`src/rtl/sysclk_flash_pkg.sv`:
```
// constants, field layout and state types for clock select and flash wait control
package sysclk_flash_pkg;
  // bus geometry
  localparam int ADDR_W = 8;
  localparam int DATA_W = 32;
  // register byte addresses
  localparam logic [ADDR_W-1:0] ADDR_CLOCK_CTRL = 8'h00;
  localparam logic [ADDR_W-1:0] ADDR_FLASH_WAIT = 8'h04;
  localparam logic [ADDR_W-1:0] ADDR_PE_CMD = 8'h08;
  localparam logic [ADDR_W-1:0] ADDR_STATUS = 8'h0C;
  // clock source select codes
  localparam logic [1:0] SEL_WAKEUP = 2'h0;
  localparam logic [1:0] SEL_RESERVED = 2'h1;
  localparam logic [1:0] SEL_PRESCALE = 2'h2;
  localparam logic [1:0] SEL_DIRECT = 2'h3;
  // clock control fields
  localparam int CC_SEL_LSB = 0;
  localparam int CC_BYPASS_BIT = 2;
  localparam int CC_OSCSRC_BIT = 3;
  localparam int CC_DIV_LSB = 4;
  localparam int DIV_W = 10;
  // flash wait fields
  localparam int FW_COUNT_LSB = 0;
  localparam int FW_COUNT_W = 4;
  localparam int FW_EXT_BIT = 4;
  localparam int FW_SAFE_ACCESS_AFTER_RESET_BIT = 5;
  localparam logic [FW_COUNT_W-1:0] FW_COUNT_RESET = 4'h4;
  // program/erase command fields
  localparam int MOD_COUNT = 5;
  localparam int PE_MASK_LSB = 0;
  localparam int PE_ERASE_BIT = 5;
  localparam logic [MOD_COUNT-1:0] MOD4_MASK = 5'h10;
  // status fields
  localparam int ST_BUSY_BIT = 0;
  localparam int ST_REFUSED_BIT = 1;
  localparam int ST_PROT_BIT = 2;
  localparam int ST_SEL_LSB = 4;
  localparam int ST_BYPASS_BIT = 6;
  localparam int ST_OSCSRC_BIT = 7;
  localparam int ST_DIV_LSB = 8;
  localparam int ST_MODS_LSB = 20;
  // source level vector positions
  localparam int SRC_DIRECT = 0;
  localparam int SRC_CRYSTAL = 1;
  localparam int SRC_INTERNAL = 2;
  localparam int SRC_WAKEUP = 3;
  localparam int SRC_PLL = 4;
  localparam int SRC_COUNT = 5;
  // timing
  localparam int unsigned CLK_PERIOD_NS = 25;
  localparam int unsigned ERASE_TIME_NS = 8_000_000;
  localparam int unsigned PROG_TIME_NS = 3_500_000;
  localparam int unsigned ERASE_CYCLES = ERASE_TIME_NS / CLK_PERIOD_NS;
  localparam int unsigned PROG_CYCLES = PROG_TIME_NS / CLK_PERIOD_NS;
  localparam int TIMER_W = 20;
  // state types
  typedef enum logic [2:0] {FA_IDLE = 3'b001, FA_WAIT = 3'b010, FA_ACK = 3'b100} fa_state_t;
  typedef enum logic [1:0] {PE_IDLE = 2'b01, PE_RUN = 2'b10} pe_state_t;
endpackage : sysclk_flash_pkg

```
`src/rtl/level_sync.sv`:
```
// three-stage input synchroniser that accepts a level once the last two stages agree
`timescale 1ns/1ps
module level_sync #(
  parameter int W = 1
) (
  // clock and reset
  input wire logic sys_clk,
  input wire logic nrst,
  // raw and settled levels
  input wire logic [W-1:0] raw,
  output logic [W-1:0] level
);
  logic [W-1:0] ff1; // first stage, read only by ff2
  logic [W-1:0] ff2; // second stage
  logic [W-1:0] ff3; // third stage

  // shift chain
  always_ff @(posedge sys_clk or negedge nrst) begin
    if (!nrst) begin
      ff1 <= '0;
      ff2 <= '0;
      ff3 <= '0;
    end else begin
      ff1 <= raw;
      ff2 <= ff1;
      ff3 <= ff2;
    end
  end

  // accept a bit only when stages two and three agree
  always_ff @(posedge sys_clk or negedge nrst) begin
    if (!nrst) begin
      level <= '0;
    end else begin
      level <= (ff2 & ~(ff2 ^ ff3)) | (level & (ff2 ^ ff3));
    end
  end
endmodule : level_sync

```
`src/rtl/sysclk_select_flash_wait.sv`:
```
// system clock source selection, prescaler and flash wait/program-erase control
//
// Register access over APB and the placing of the registers are this design's own decisions.
`timescale 1ns/1ps
module sysclk_select_flash_wait
  import sysclk_flash_pkg::*;
#(
  parameter int unsigned ERASE_COUNT = ERASE_CYCLES,
  parameter int unsigned PROG_COUNT = PROG_CYCLES,
  parameter int unsigned OVERHEAD_COUNT = 2
) (
  // clock and reset
  input wire logic sys_clk,
  input wire logic nrst,
  // apb slave
  input wire logic psel,
  input wire logic penable,
  input wire logic pwrite,
  input wire logic [ADDR_W-1:0] paddr,
  input wire logic [DATA_W-1:0] pwdata,
  output logic [DATA_W-1:0] prdata,
  output logic pready,
  output logic pslverr,
  // clock source pins
  input wire logic direct_clock_input,
  input wire logic crystal_input,
  input wire logic internal_clock,
  input wire logic wakeup_clock,
  input wire logic pll_clock,
  // generated clock and loop control
  output logic sysclk_out,
  output logic pll_enable,
  // flash access port
  input wire logic flash_req,
  input wire logic flash_seq,
  input wire logic flash_cached,
  input wire logic cache_hit,
  output logic flash_ack,
  // program/erase side
  input wire logic [MOD_COUNT-1:0] flash_read_modules,
  output logic [MOD_COUNT-1:0] pe_modules,
  output logic pe_busy,
  output logic pe_done,
  output logic flash_protect_active
);
  logic [SRC_COUNT-1:0] src_lvl; // settled source levels
  logic [1:0] clock_source_select; // requested source
  logic oscillator_bypass; // requested bypass
  logic osc_source; // 1 internal, 0 crystal
  logic [DIV_W-1:0] prescaler_divider_field; // requested divider
  logic [1:0] act_sel; // source in use
  logic act_bypass; // bypass in use
  logic act_src; // oscillator in use
  logic [DIV_W-1:0] act_div; // divider in use
  logic [DIV_W-1:0] div_cnt; // oscillator edge counter
  logic prev_lvl; // previous source level
  logic [FW_COUNT_W-1:0] flash_wait_count; // access wait states
  logic flash_wait_extension; // extra wait state
  logic safe_access_after_reset; // safe default after reset
  logic pe_refused; // sticky refusal flag
  logic pe_erase; // running op is erase
  logic [TIMER_W-1:0] pe_timer; // op countdown
  logic [FW_COUNT_W:0] wait_cnt; // access wait countdown
  fa_state_t fa_state; // access state
  fa_state_t next_fa_state;
  pe_state_t pe_state; // program/erase state

  // source pins settle through three stages
  level_sync #(.W(SRC_COUNT)) u_sync (
    .sys_clk(sys_clk),
    .nrst(nrst),
    .raw({pll_clock, wakeup_clock, internal_clock, crystal_input, direct_clock_input}),
    .level(src_lvl)
  );

  // source level for a given selection
  function automatic logic pick_src(input logic [1:0] sel, input logic byp, input logic osrc,
                                    input logic [SRC_COUNT-1:0] lv);
    logic r;
    r = 1'b0;
    unique case (sel)
      SEL_DIRECT: r = lv[SRC_DIRECT];
      SEL_WAKEUP: r = lv[SRC_WAKEUP];
      SEL_PRESCALE: r = byp ? (osrc ? lv[SRC_INTERNAL] : lv[SRC_CRYSTAL]) : lv[SRC_PLL];
      default: r = 1'b0;
    endcase
    return r;
  endfunction : pick_src

  // apb decode
  logic access; // access phase
  logic wr_en; // write takes effect
  logic mapped; // address hits a register
  logic [DATA_W-1:0] rd_mux; // read value
  assign access = psel & penable;
  assign wr_en = access & pready & pwrite;
  assign mapped = (paddr == ADDR_CLOCK_CTRL) || (paddr == ADDR_FLASH_WAIT) ||
                  (paddr == ADDR_PE_CMD) || (paddr == ADDR_STATUS);

  // read multiplexer, reserved bits zero
  always_comb begin
    rd_mux = '0;
    if (paddr == ADDR_CLOCK_CTRL) begin
      rd_mux[CC_SEL_LSB +: 2] = clock_source_select;
      rd_mux[CC_BYPASS_BIT] = oscillator_bypass;
      rd_mux[CC_OSCSRC_BIT] = osc_source;
      rd_mux[CC_DIV_LSB +: DIV_W] = prescaler_divider_field;
    end else if (paddr == ADDR_FLASH_WAIT) begin
      rd_mux[FW_COUNT_LSB +: FW_COUNT_W] = flash_wait_count;
      rd_mux[FW_EXT_BIT] = flash_wait_extension;
      rd_mux[FW_SAFE_ACCESS_AFTER_RESET_BIT] = safe_access_after_reset;
    end else if (paddr == ADDR_STATUS) begin
      rd_mux[ST_BUSY_BIT] = pe_busy;
      rd_mux[ST_REFUSED_BIT] = pe_refused;
      rd_mux[ST_PROT_BIT] = flash_protect_active;
      rd_mux[ST_SEL_LSB +: 2] = act_sel;
      rd_mux[ST_BYPASS_BIT] = act_bypass;
      rd_mux[ST_OSCSRC_BIT] = act_src;
      rd_mux[ST_DIV_LSB +: DIV_W] = act_div;
      rd_mux[ST_MODS_LSB +: MOD_COUNT] = pe_modules;
    end
  end

  // one wait cycle, registered answer
  always_ff @(posedge sys_clk or negedge nrst) begin
    if (!nrst) begin
      pready <= 1'b0;
      pslverr <= 1'b0;
      prdata <= '0;
    end else if (access && !pready) begin
      pready <= 1'b1;
      pslverr <= !mapped;
      prdata <= pwrite ? '0 : rd_mux;
    end else begin
      pready <= 1'b0;
      pslverr <= 1'b0;
      prdata <= '0;
    end
  end

  // clock control register
  always_ff @(posedge sys_clk or negedge nrst) begin
    if (!nrst) begin
      clock_source_select <= SEL_WAKEUP;
      oscillator_bypass <= 1'b0;
      osc_source <= 1'b0;
      prescaler_divider_field <= '0;
    end else if (wr_en && paddr == ADDR_CLOCK_CTRL) begin
      clock_source_select <= pwdata[CC_SEL_LSB +: 2];
      oscillator_bypass <= pwdata[CC_BYPASS_BIT];
      osc_source <= pwdata[CC_OSCSRC_BIT];
      prescaler_divider_field <= pwdata[CC_DIV_LSB +: DIV_W];
    end
  end

  // flash wait register; software picks values for the frequency
  always_ff @(posedge sys_clk or negedge nrst) begin
    if (!nrst) begin
      flash_wait_count <= FW_COUNT_RESET;
      flash_wait_extension <= 1'b0;
      safe_access_after_reset <= 1'b0;
    end else if (wr_en && paddr == ADDR_FLASH_WAIT) begin
      flash_wait_count <= pwdata[FW_COUNT_LSB +: FW_COUNT_W];
      flash_wait_extension <= pwdata[FW_EXT_BIT];
      safe_access_after_reset <= pwdata[FW_SAFE_ACCESS_AFTER_RESET_BIT];
    end
  end

  // clock switching terms
  logic cur_lvl; // active source level
  logic new_lvl; // requested source level
  logic prescaled; // active path divides
  logic new_div; // requested path divides
  logic pending; // request differs from active
  logic switch_now; // safe moment to switch
  logic rise; // oscillator rising edge
  logic [DIV_W-1:0] next_cnt; // edge counter next
  logic [DIV_W:0] half; // high phase length
  assign cur_lvl = pick_src(act_sel, act_bypass, act_src, src_lvl);
  assign new_lvl = pick_src(clock_source_select, oscillator_bypass, osc_source, src_lvl);
  assign prescaled = (act_sel == SEL_PRESCALE) && act_bypass && (act_div != '0);
  assign new_div = (clock_source_select == SEL_PRESCALE) && oscillator_bypass && (prescaler_divider_field != '0);
  assign pending = {clock_source_select, oscillator_bypass, osc_source, prescaler_divider_field} !=
                   {act_sel, act_bypass, act_src, act_div};
  assign switch_now = pending && (clock_source_select != SEL_RESERVED) && !sysclk_out &&
                      (new_div || !new_lvl);
  assign rise = cur_lvl && !prev_lvl;
  assign next_cnt = (div_cnt == act_div) ? '0 : div_cnt + 1'b1;
  assign half = ({1'b0, act_div} + (DIV_W+1)'(2)) >> 1;

  // active configuration follows request only at a low phase
  always_ff @(posedge sys_clk or negedge nrst) begin
    if (!nrst) begin
      act_sel <= SEL_WAKEUP;
      act_bypass <= 1'b0;
      act_src <= 1'b0;
      act_div <= '0;
    end else if (switch_now) begin
      act_sel <= clock_source_select;
      act_bypass <= oscillator_bypass;
      act_src <= osc_source;
      act_div <= prescaler_divider_field;
    end
  end

  // edge counter and source history
  always_ff @(posedge sys_clk or negedge nrst) begin
    if (!nrst) begin
      div_cnt <= '0;
      prev_lvl <= 1'b0;
    end else if (switch_now) begin
      div_cnt <= prescaler_divider_field; // start at end of a period, output low
      prev_lvl <= new_lvl;
    end else begin
      prev_lvl <= cur_lvl;
      if (rise) begin
        div_cnt <= next_cnt;
      end
    end
  end

  // generated clock and loop enable
  always_ff @(posedge sys_clk or negedge nrst) begin
    if (!nrst) begin
      sysclk_out <= 1'b0;
      pll_enable <= 1'b0;
    end else begin
      pll_enable <= (act_sel == SEL_PRESCALE) && !act_bypass;
      if (switch_now) begin
        sysclk_out <= 1'b0;
      end else if (!prescaled) begin
        sysclk_out <= cur_lvl;
      end else if (rise) begin
        sysclk_out <= {1'b0, next_cnt} < half;
      end
    end
  end

  // access wait selection
  logic [FW_COUNT_W:0] req_wait; // waits for a new access
  always_comb begin
    if (flash_cached) begin
      req_wait = cache_hit ? '0 : (FW_COUNT_W+1)'(1);
    end else if (flash_seq) begin
      req_wait = '0;
    end else begin
      req_wait = {1'b0, flash_wait_count} + {{FW_COUNT_W{1'b0}}, flash_wait_extension};
    end
  end

  // access state machine next state
  always_comb begin
    next_fa_state = fa_state;
    unique case (fa_state)
      FA_IDLE: if (flash_req) next_fa_state = (req_wait == '0) ? FA_ACK : FA_WAIT;
      FA_WAIT: if (wait_cnt == (FW_COUNT_W+1)'(1)) next_fa_state = FA_ACK;
      FA_ACK: next_fa_state = FA_IDLE;
      default: next_fa_state = FA_IDLE;
    endcase
  end

  // access state, countdown and acknowledge
  always_ff @(posedge sys_clk or negedge nrst) begin
    if (!nrst) begin
      fa_state <= FA_IDLE;
      wait_cnt <= '0;
      flash_ack <= 1'b0;
    end else begin
      fa_state <= next_fa_state;
      flash_ack <= next_fa_state == FA_ACK;
      if (fa_state == FA_IDLE) begin
        wait_cnt <= req_wait;
      end else if (fa_state == FA_WAIT) begin
        wait_cnt <= wait_cnt - 1'b1;
      end
    end
  end

  // program/erase admission
  logic pe_wr; // command written
  logic [MOD_COUNT-1:0] cmd_mask; // requested modules
  logic pe_ok; // command admissible
  assign pe_wr = wr_en && paddr == ADDR_PE_CMD;
  assign cmd_mask = pwdata[PE_MASK_LSB +: MOD_COUNT];
  assign pe_ok = (pe_state == PE_IDLE) && (cmd_mask != '0) && ((cmd_mask & flash_read_modules) == '0) &&
                 (($countones(flash_read_modules) <= 1) || (cmd_mask == MOD4_MASK));

  // program/erase engine
  always_ff @(posedge sys_clk or negedge nrst) begin
    if (!nrst) begin
      pe_state <= PE_IDLE;
      pe_timer <= '0;
      pe_modules <= '0;
      pe_erase <= 1'b0;
      pe_busy <= 1'b0;
      pe_done <= 1'b0;
    end else begin
      pe_done <= 1'b0;
      unique case (pe_state)
        PE_IDLE: begin
          if (pe_wr && pe_ok) begin
            pe_state <= PE_RUN;
            pe_busy <= 1'b1;
            pe_modules <= cmd_mask;
            pe_erase <= pwdata[PE_ERASE_BIT];
            pe_timer <= pwdata[PE_ERASE_BIT] ? TIMER_W'(ERASE_COUNT + OVERHEAD_COUNT) :
                                               TIMER_W'(PROG_COUNT + OVERHEAD_COUNT);
          end
        end
        PE_RUN: begin
          if (pe_timer == TIMER_W'(1)) begin
            pe_state <= PE_IDLE;
            pe_busy <= 1'b0;
            pe_done <= 1'b1;
            pe_modules <= '0;
          end
          pe_timer <= pe_timer - 1'b1;
        end
      endcase
    end
  end

  // refusal flag: set wins over write-one clear
  always_ff @(posedge sys_clk or negedge nrst) begin
    if (!nrst) begin
      pe_refused <= 1'b0;
    end else if (pe_wr && !pe_ok) begin
      pe_refused <= 1'b1;
    end else if (wr_en && paddr == ADDR_STATUS && pwdata[ST_REFUSED_BIT]) begin
      pe_refused <= 1'b0;
    end
  end

  // no protection mechanism exists: delivered unprotected
  always_ff @(posedge sys_clk or negedge nrst) begin
    if (!nrst) begin
      flash_protect_active <= 1'b0;
    end else begin
      flash_protect_active <= 1'b0;
    end
  end
endmodule : sysclk_select_flash_wait

```
`config.mk`:
```
export PLATFORM = sky130hd
export DESIGN_NAME = sysclk_select_flash_wait
export DESIGN_NICKNAME = d
export VERILOG_FILES = /design/src/rtl/sysclk_flash_pkg.sv /design/src/rtl/level_sync.sv /design/src/rtl/sysclk_select_flash_wait.sv
export SDC_FILE = /design/constraint.sdc
export NUM_CORES = 1
export LEC_CHECK = 0
export ABC_AREA = 1
export BUFFER_PORTS_ARGS = -buffer_cell sky130_fd_sc_hd__buf_2
export CORE_ASPECT_RATIO = 0.6
export CORE_UTILIZATION = 45
export DETAILED_ROUTE_END_ITERATION = 10
export GPL_ROUTABILITY_DRIVEN = 0
export PLACE_DENSITY = 0.68
export SYNTH_ARGS = -nofsm -noshare
export SYNTH_HDL_FRONTEND = slang
export SYNTH_HIERARCHICAL = 1
export SYNTH_SLANG_ARGS = --single-unit
export TNS_END_PERCENT = 20
```
`constraint.sdc`:
```
create_clock -name sys_clk -period 2.3 [get_ports sys_clk]
set_input_delay 0.115 -clock sys_clk [delete_from_list [all_inputs] [get_ports sys_clk]]
set_output_delay 0.115 -clock sys_clk [all_outputs]
set_load 0.02 [all_outputs]
```
==> impl_metrics.prom, run 1 <==
# TYPE chip_impl_metric gauge
chip_impl_metric{name="final_cell_count_no_fill",unit=""} 1191
chip_impl_info{name="synth_top_cells_by_area",value="dfrtp_1 46%, nand2_1 9.3%, inv_1 4.7%"} 1
chip_impl_info{name="timing.critical_path.to_type",value="flip-flop"} 1
chip_impl_metric{name="cts_buffer_depth",unit=""} 2
chip_impl_metric{name="cts.sinks",unit=""} 130
chip_impl_metric{name="grt_first_pass_wirelength",unit="mm"} 30.0
chip_impl_metric{name="cts_max_level",unit=""} 4
chip_impl_metric{name="fin_setup_tns",unit="ns"} -0.0389
chip_impl_metric{name="routed_wire_per_std_cell",unit="um"} 15.4
chip_impl_metric{name="critical-path-max-stage-delay",unit="ns"} 0.37
chip_impl_metric{name="antenna_cells",unit=""} 0
chip_impl_info{name="timing_worst_setup_path_type",value="flip-flop to flip-flop"} 1
chip_impl_metric{name="yosys.cell_types.count",unit=""} 49
chip_impl_info{name="layout.cells.most_common",value="nand2_1"} 1
chip_impl_info{name="crit_slowest_cell",value="dfrtp_1"} 1
chip_impl_metric{name="detailedRoute.firstPassIterationCount",unit=""} 5
chip_impl_metric{name="finalMaxSlewViolations",unit=""} 0
chip_impl_metric{name="grt.overflow.total",unit=""} 0
chip_impl_metric{name="dpl.cell_count",unit=""} 1137
chip_impl_info{name="failed_checks",value="negative setup slack"} 1
chip_impl_info{name="tritoncts",value="built"} 1
chip_impl_info{name="critPathLaunch",value="act_div[1]"} 1
chip_impl_metric{name="synth.cell_area",unit="um^2"} 6840
chip_impl_metric{name="port_buffers",unit=""} 75
chip_impl_metric{name="floorplan.die.height",unit="um"} 97.5
chip_impl_metric{name="syn-instance-count",unit=""} 806
chip_impl_metric{name="clk-insertion-delay-late",unit="ns"} 0.41
chip_impl_metric{name="die-width",unit="um"} 161
chip_impl_metric{name="postLayoutCoreUtil",unit="%"} 60.2
chip_impl_metric{name="drt_wl_total",unit="mm"} 18.3
chip_impl_metric{name="n_fill_cell",unit=""} 1257
chip_impl_metric{name="final.setup_skew",unit="ns"} 0.00887
chip_impl_metric{name="syn_avg_cell_area",unit="um^2"} 8.48
chip_impl_metric{name="drt.antenna.violating_nets",unit=""} 0
chip_impl_info{name="cp_top_family",value="simple AND/OR/NAND/NOR gates"} 1
chip_impl_metric{name="maxSlewHeadroom",unit="%"} 54.7
chip_impl_metric{name="postLayoutSetupSlackWorst",unit="ns"} -0.0389
chip_impl_info{name="grt_setup_unrepaired",value="true"} 1
chip_impl_metric{name="grt_usage",unit="%"} 24.8
chip_impl_metric{name="p_leak",unit="uW"} 0.00443
chip_impl_info{name="min-delay-path-class",value="primary input to flip-flop"} 1
chip_impl_metric{name="placementRows",unit=""} 34
chip_impl_metric{name="layout.nets",unit=""} 1059
chip_impl_metric{name="drc_errors",unit=""} 0
chip_impl_metric{name="core",unit="um^2"} 14700
chip_impl_metric{name="route.vias.total",unit=""} 6132
chip_impl_metric{name="die_area",unit="um^2"} 15700
chip_impl_info{name="holdCritStartpoint",value="pwdata[5]"} 1
chip_impl_metric{name="cp.arrival",unit="ns"} 2.68
chip_impl_metric{name="cp_data_required_time",unit="ns"} 2.64
chip_impl_metric{name="dp.final_hpwl",unit="mm"} 13.5
chip_impl_metric{name="grt_start_max_net_pins",unit=""} 74
chip_impl_info{name="worstReg2RegStart",value="act_div[1]"} 1
chip_impl_metric{name="drv_cap",unit=""} 0
chip_impl_metric{name="drive_gt1_share",unit="%"} 27.6
chip_impl_metric{name="synth-edff-count",unit=""} 0
chip_impl_metric{name="synth_top_area_share",unit="%"} 46.5
chip_impl_metric{name="synthArstFlopShare",unit="%"} 100
chip_impl_metric{name="synth_seq_cells",unit=""} 130
chip_impl_metric{name="final_hold_viols",unit=""} 0
chip_impl_metric{name="critical_path.n_buffers_inverters",unit=""} 1
chip_impl_metric{name="worst_slew_pin_slew",unit="ns"} 0.680
chip_impl_metric{name="pre_cts_ws",unit="ns"} -0.0968
chip_impl_info{name="synth_top_area_cell",value="dfrtp_1"} 1
chip_impl_metric{name="post-route-period-util",unit="%"} 102
chip_impl_metric{name="syn2layout_area_growth",unit="%"} 29.3
chip_impl_metric{name="clk_transition_reported_paths",unit="ns"} 0.06
chip_impl_info{name="critical_path.cell_chain",value="buf_4 > ha_2 > nand3_2 > nor2_1 > nand2_1 > nor3_2 > xor2_1 > ha_1 > nand4_1 > o221ai_2 > nor2_1 > nand2_1 > a21oi_2"} 1
chip_impl_metric{name="cts_made_buffers",unit=""} 17
chip_impl_info{name="primary_ff_master_synth",value="dfrtp_1"} 1
chip_impl_metric{name="vdd.ir_drop.worst",unit="uV"} 625
chip_impl_metric{name="post-route-min-period",unit="ns"} 2.34
chip_impl_metric{name="drt_iter0_drc",unit=""} 527
chip_impl_metric{name="maxClockFrequency",unit="MHz"} 428
chip_impl_metric{name="grt_pass1_vias",unit=""} 5811
chip_impl_metric{name="power.density_cell_area",unit="nW/um^2"} 844
chip_impl_info{name="status",value="finished with violations"} 1
chip_impl_info{name="startpoint_type",value="flip-flop"} 1
chip_impl_metric{name="final-setup-viol-count",unit=""} 1
chip_impl_metric{name="yosysWarningCount",unit=""} 6
chip_impl_metric{name="post_drt_via_cell_ratio",unit=""} 5.15
chip_impl_metric{name="path_max_fanout",unit=""} 3
chip_impl_metric{name="ioPinCount",unit=""} 104
chip_impl_info{name="layout.cells.most_common_list",value="169 x nand2_1, 126 x dfrtp_1, 85 x inv_1, 79 x buf_4, 76 x nor2_1"} 1
chip_impl_info{name="cts_root_buffer",value="clkbuf_16"} 1
chip_impl_metric{name="initial_antenna_violation_count",unit=""} 0
chip_impl_metric{name="ys_seq_area_share",unit="%"} 47.6
chip_impl_metric{name="floorplan.initialDensity",unit="%"} 46.6
[through the flow]
step	cell area, um^2	total power, uW	hold slack, ns
finish	8840	7460	0.0141
global route	8840	7820	0.0248
CTS	8780	7410	0.00206
detailed placement	7910	4480	0.172
global placement	7910	4470	0.178
floorplan	6870	3680	-0.181
[Yosys cell counts, types with 4 or more instances]
library cell and number:
a21oi_1 43, a31oi_1 5, buf_2 4, buf_4 15
clkbuf_1 6, dfrtp_1 127, ha_1 18, inv_1 86
inv_2 13, mux2_2 5, nand2_1 170, nand2_2 12
nand3_1 26, nand4_1 10, nor2_1 82, nor2_2 7
nor3_1 22, nor3b_1 8, nor4_1 6, o211ai_1 11
o211ai_2 5, o21ai_0 33, o21ai_1 13, o21ai_2 5
o221ai_1 4, o22ai_1 8, xor2_1 25
[what timing repair did]
item / CTS / global route
setup endpoints to repair: 1 / 1
hold endpoints to repair: 81 / 0
gates resized for setup: 19 / 10
hold buffers: 16 / 0
pin swaps: 11 / 5
setup buffers: 4 / 2
[final timing paths]
kind	endpoint	slack (ns)	cells past startpoint
worst max-delay path	sysclk_out	-0.04	13
worst min-delay path	prescaler_divider_field[1]	0.01	3
worst max register to register	sysclk_out	-0.04	13
worst min register to register	u_sync/ff2[4]	0.35	0
max in group asynchronous	prescaler_divider_field[1]	1.32	3
min in group asynchronous	prescaler_divider_field[6]	0.28	2
[flip-flops by register name, summed over array words and instances, names as in the netlist, 2 cells and up, named ones only]
signal / count
u_sync/ff3: 5
u_sync/ff2: 5
act_sel: 2
prdata: 23
prescaler_divider_field: 10
fa_state: 3
act_div: 10
pe_timer: 20
div_cnt: 10
flash_wait_count: 4
u_sync/ff1: 5
pe_modules: 5
clock_source_select: 2
wait_cnt: 5
[final cells by class]
type	instances	area [um^2]	share of cell area [%]
clock buffer	19	443	5.01
clock inverter	13	160	1.81
inverter	102	385	4.36
multi-input combinational	555	3150	35.6
sequential	130	3260	36.9
tap	198	248	2.80
timing repair buffer	174	1200	13.5
[routing by layer]
metal	track usage (%)	vias up	share of wire (%)	routed length, um
met3	6.66	18	9.8	1800
li1	-	2991	-	-
met5	0	-	0	0
met1	38.3	2874	50	9100
met4	7.33	0	1.0	187
met2	33.0	249	39	7240
[worst reg2reg max path: stages (launching register included)]
cell	delay, ns
dfrtp_1	0.37
buf_4	0.14
ha_2	0.20
nand3_2	0.12
nor2_1	0.11
nand2_1	0.10
nor3_2	0.15
xor2_1	0.20
ha_1	0.27
nand4_1	0.15
o221ai_2	0.12
nor2_1	0.09
nand2_1	0.10
a21oi_2	0.14
[power breakdown]
part | leakage (uW) | internal (uW) | switching, uW
Sequential | 0.00164 | 2450 | 138
Clock | 0.000293 | 1730 | 1030
Combinational | 0.00250 | 915 | 1200
Total | 0.00443 | 5100 | 2360
[kinds of logic (layout without fill, tap and decap cells)]
kind of cell    count (synthesis)  after routing  share of synthesized area, %
xor+xnor                       28             28                          3.59
mux                             5              5                         0.824
other cells                     1             10                        0.0549
buf+inv                       130            308                          8.40
flops                         130            130                          47.6
compound gates                139            139                          12.4
simple gates                  353            353                          23.2
fa+ha+maj                      20             20                          3.88
(Power assumes the default switching activity.)
==> run 2: changes to the inputs <==
--- a/config.mk
+++ b/config.mk
@@ -11,7 +11,7 @@
 export CORE_UTILIZATION = 45
 export DETAILED_ROUTE_END_ITERATION = 10
 export GPL_ROUTABILITY_DRIVEN = 0
-export PLACE_DENSITY = 0.68
+export PLACE_DENSITY = 0.66
 export SYNTH_ARGS = -nofsm -noshare
 export SYNTH_HDL_FRONTEND = slang
 export SYNTH_HIERARCHICAL = 1
==> constraint.sdc (replaced) <==
create_clock -name sys_clk -period 2.48 [get_ports sys_clk]
set_input_delay 0.124 -clock sys_clk [delete_from_list [all_inputs] [get_ports sys_clk]]
set_output_delay 0.124 -clock sys_clk [all_outputs]
set_load 0.02 [all_outputs]
==> impl_metrics.prom, run 2 (same netlist as run 1, synthesis figures left out) <==
# TYPE chip_impl_metric gauge
chip_impl_metric{name="dpl.cell_count",unit=""} 1114
chip_impl_info{name="layout.cells.most_common",value="nand2_1"} 1
chip_impl_metric{name="largest_register_ff_count",unit=""} 23
chip_impl_metric{name="routed_wire_per_std_cell",unit="um"} 15.5
chip_impl_info{name="tritoncts",value="built"} 1
chip_impl_metric{name="dp.final_hpwl",unit="mm"} 12.9
chip_impl_metric{name="power.density_cell_area",unit="nW/um^2"} 799
chip_impl_metric{name="drt_wl_total",unit="mm"} 18.1
chip_impl_metric{name="drt_iter0_drc",unit=""} 503
chip_impl_metric{name="cts.sinks",unit=""} 130
chip_impl_metric{name="syn2layout_area_growth",unit="%"} 26.9
chip_impl_metric{name="die-width",unit="um"} 161
chip_impl_info{name="startpoint_type",value="flip-flop"} 1
chip_impl_metric{name="worst_slew_pin_slew",unit="ns"} 0.512
chip_impl_metric{name="initial_antenna_violation_count",unit=""} 0
chip_impl_metric{name="final.setup_skew",unit="ns"} 0.0116
chip_impl_info{name="layout.cells.most_common_list",value="168 x nand2_1, 125 x dfrtp_1, 85 x inv_1, 79 x nor2_1, 74 x buf_2"} 1
chip_impl_metric{name="drc_errors",unit=""} 0
chip_impl_metric{name="maxSlewHeadroom",unit="%"} 65.7
chip_impl_metric{name="maxClockFrequency",unit="MHz"} 415
chip_impl_metric{name="floorplan.initialDensity",unit="%"} 46.6
chip_impl_metric{name="p_leak",unit="uW"} 0.00434
chip_impl_metric{name="grt_util_met2",unit="%"} 31.5
chip_impl_metric{name="die_area",unit="um^2"} 15700
chip_impl_metric{name="cts_buffer_depth",unit=""} 2
chip_impl_info{name="leading_registers_by_flop_count",value="prdata: 23 flops, pe_timer: 20 flops"} 1
chip_impl_metric{name="post-route-period-util",unit="%"} 97.1
chip_impl_metric{name="seq_power_share",unit="%"} 34.8
chip_impl_info{name="min-delay-path-class",value="primary input to flip-flop"} 1
chip_impl_metric{name="grt_util_met1",unit="%"} 39.6
chip_impl_metric{name="cts_max_level",unit=""} 4
chip_impl_info{name="failed_checks",value="negative hold slack"} 1
chip_impl_metric{name="route.vias.total",unit=""} 6043
chip_impl_info{name="crit_slowest_cell",value="dfrtp_1"} 1
chip_impl_metric{name="n_fill_cell",unit=""} 1288
chip_impl_info{name="status",value="finished with violations"} 1
chip_impl_metric{name="grt_usage",unit="%"} 24.1
chip_impl_metric{name="drt.antenna.violating_nets",unit=""} 0
chip_impl_metric{name="critical-path-max-stage-delay",unit="ns"} 0.41
chip_impl_metric{name="final_cell_count_no_fill",unit=""} 1166
chip_impl_metric{name="ioPinCount",unit=""} 104
chip_impl_metric{name="grt_pass1_vias",unit=""} 5512
chip_impl_metric{name="grt_start_max_net_pins",unit=""} 55
chip_impl_metric{name="antenna_cells",unit=""} 0
chip_impl_info{name="grt_busiest_layer",value="met1"} 1
chip_impl_metric{name="core",unit="um^2"} 14700
chip_impl_metric{name="swShare",unit="%"} 30.9
chip_impl_metric{name="hold-path-cell-count",unit=""} 3
chip_impl_metric{name="path_max_fanout",unit=""} 6
chip_impl_metric{name="global_route.usage.met3",unit="%"} 5.21
chip_impl_metric{name="port_buffers",unit=""} 75
chip_impl_metric{name="reg2regPathDepth",unit=""} 14
chip_impl_metric{name="cts_made_buffers",unit=""} 17
chip_impl_info{name="critical-path-top-cell-by-count",value="nand2_1"} 1
chip_impl_metric{name="detailedRoute.firstPassIterationCount",unit=""} 5
chip_impl_info{name="timing.critical_path.to_type",value="flip-flop"} 1
chip_impl_metric{name="drive_gt1_share",unit="%"} 25.6
chip_impl_metric{name="post-route-min-period",unit="ns"} 2.41
chip_impl_info{name="largest_register",value="prdata"} 1
chip_impl_metric{name="vdd.ir_drop.worst",unit="uV"} 427
chip_impl_metric{name="placementRows",unit=""} 34
chip_impl_metric{name="final_hold_viols",unit=""} 1
chip_impl_metric{name="post_drt_via_cell_ratio",unit=""} 5.18
chip_impl_info{name="timing_worst_setup_path_type",value="flip-flop to flip-flop"} 1
chip_impl_metric{name="clk_transition_reported_paths",unit="ns"} 0.06
chip_impl_metric{name="combinationalPowerShare",unit="%"} 25.2
chip_impl_info{name="cts_root_buffer",value="clkbuf_16"} 1
chip_impl_metric{name="finalMaxSlewViolations",unit=""} 0
chip_impl_metric{name="floorplan.die.height",unit="um"} 97.5
chip_impl_metric{name="drv_cap",unit=""} 0
chip_impl_metric{name="p_switching",unit="uW"} 2140
chip_impl_info{name="critical_path.cell_chain",value="inv_1 > nand2_1 > nand2_1 > nor2_2 > nand3_2 > nor2_4 > buf_4 > nor2_1 > ha_1 > a21oi_2 > o221ai_2 > nor2_1 > nand2_1 > a21oi_2"} 1
chip_impl_metric{name="power.share.clock",unit="%"} 40.0
chip_impl_metric{name="cp_data_required_time",unit="ns"} 2.82
chip_impl_metric{name="finalHoldWorstSlack",unit="ns"} -0.00255
chip_impl_metric{name="regToRegSetupSlack",unit="ns"} 0.07
chip_impl_metric{name="layout.nets",unit=""} 1034
chip_impl_metric{name="final-setup-viol-count",unit=""} 0
chip_impl_metric{name="clk-insertion-delay-late",unit="ns"} 0.42
chip_impl_metric{name="cell_internal_pwr",unit="uW"} 4790
chip_impl_metric{name="cp.arrival",unit="ns"} 2.75
chip_impl_metric{name="grt.overflow.total",unit=""} 0
chip_impl_metric{name="grt_first_pass_wirelength",unit="mm"} 29.2
[run 2: cell types whose count changed in the layout (fill, tap and decap cells not counted), sizes merged]
cell | before | now
bufinv | 3 | 5
clkinv | 9 | 8
dlygate4sd3 | 16 | 15
buf | 158 | 134
clkinvlp | 2 | 1
[run 2: final cells by class]
class,instances,area [um^2],share of cell area (%)
clock buffer,19,443,5.11
sequential,130,3260,37.6
multi-input combinational,555,3140,36.2
clock inverter,13,208,2.39
inverter,102,385,4.44
timing repair buffer,149,987,11.4
tap,198,248,2.86
[run 2: power by group through the flow]
stage	Clock, uW	Sequential, uW	Combinational, uW
floorplan	0	2420	1000
global placement	0	2430	1560
detailed placement	0	2440	1580
CTS	2800	2400	1620
global route	2920	2430	1930
finish	2770	2410	1750
[run 2: what timing repair did]
item	in CTS	in global routing
setup endpoints to repair	1	1
setup buffers	0	5
pin swaps	0	10
hold endpoints to repair	62	0
hold buffers	15	0
resized for setup	1	23
[run 2: final timing paths]
check,startpoint,end
worst min-delay path,pwdata[6],prescaler_divider_field[2]
min in group asynchronous,nrst,div_cnt[5]
worst max register to register,div_cnt[5],sysclk_out
max in group asynchronous,nrst,fa_state[0]
worst min register to register,u_sync/ff1[4],u_sync/ff2[4]
worst max-delay path,div_cnt[5],sysclk_out
[run 2: worst max-delay path, delay by kind of cell, from the launching register on]
family | cells | cell delay [ns]
adders and majority gates | 1 | 0.34
DFF | 1 | 0.41
and+or+nand+nor | 8 | 0.93
AOI/OAI and AO/OA | 3 | 0.43
buffers and inverters | 2 | 0.22
[run 2: per-layer routing]
layer / share of wire, % / wire length, um
met1: 52 / 9370
met2: 40 / 7170
met3: 7.7 / 1390
met4: 0.87 / 157
met5: 0 / 0
[run 2: per-stage QoR]
| step | TNS [ns] | util (%) | cell area [um^2] | worst slack (ns) | power [uW] |
|---|---|---|---|---|---|
| finish | 0 | 59.1 | 8670 | 0.0725 | 6930 |
| global route | -0.0508 | 59.1 | 8670 | -0.0508 | 7290 |
| CTS | 0 | 58.2 | 8530 | 0.0304 | 6820 |
| detailed placement | 0 | 52.7 | 7730 | 0.0184 | 4020 |
| global placement | 0 | 52.7 | 7730 | 0.0868 | 3990 |
| floorplan | 0 | - | 6870 | 0.341 | 3420 |
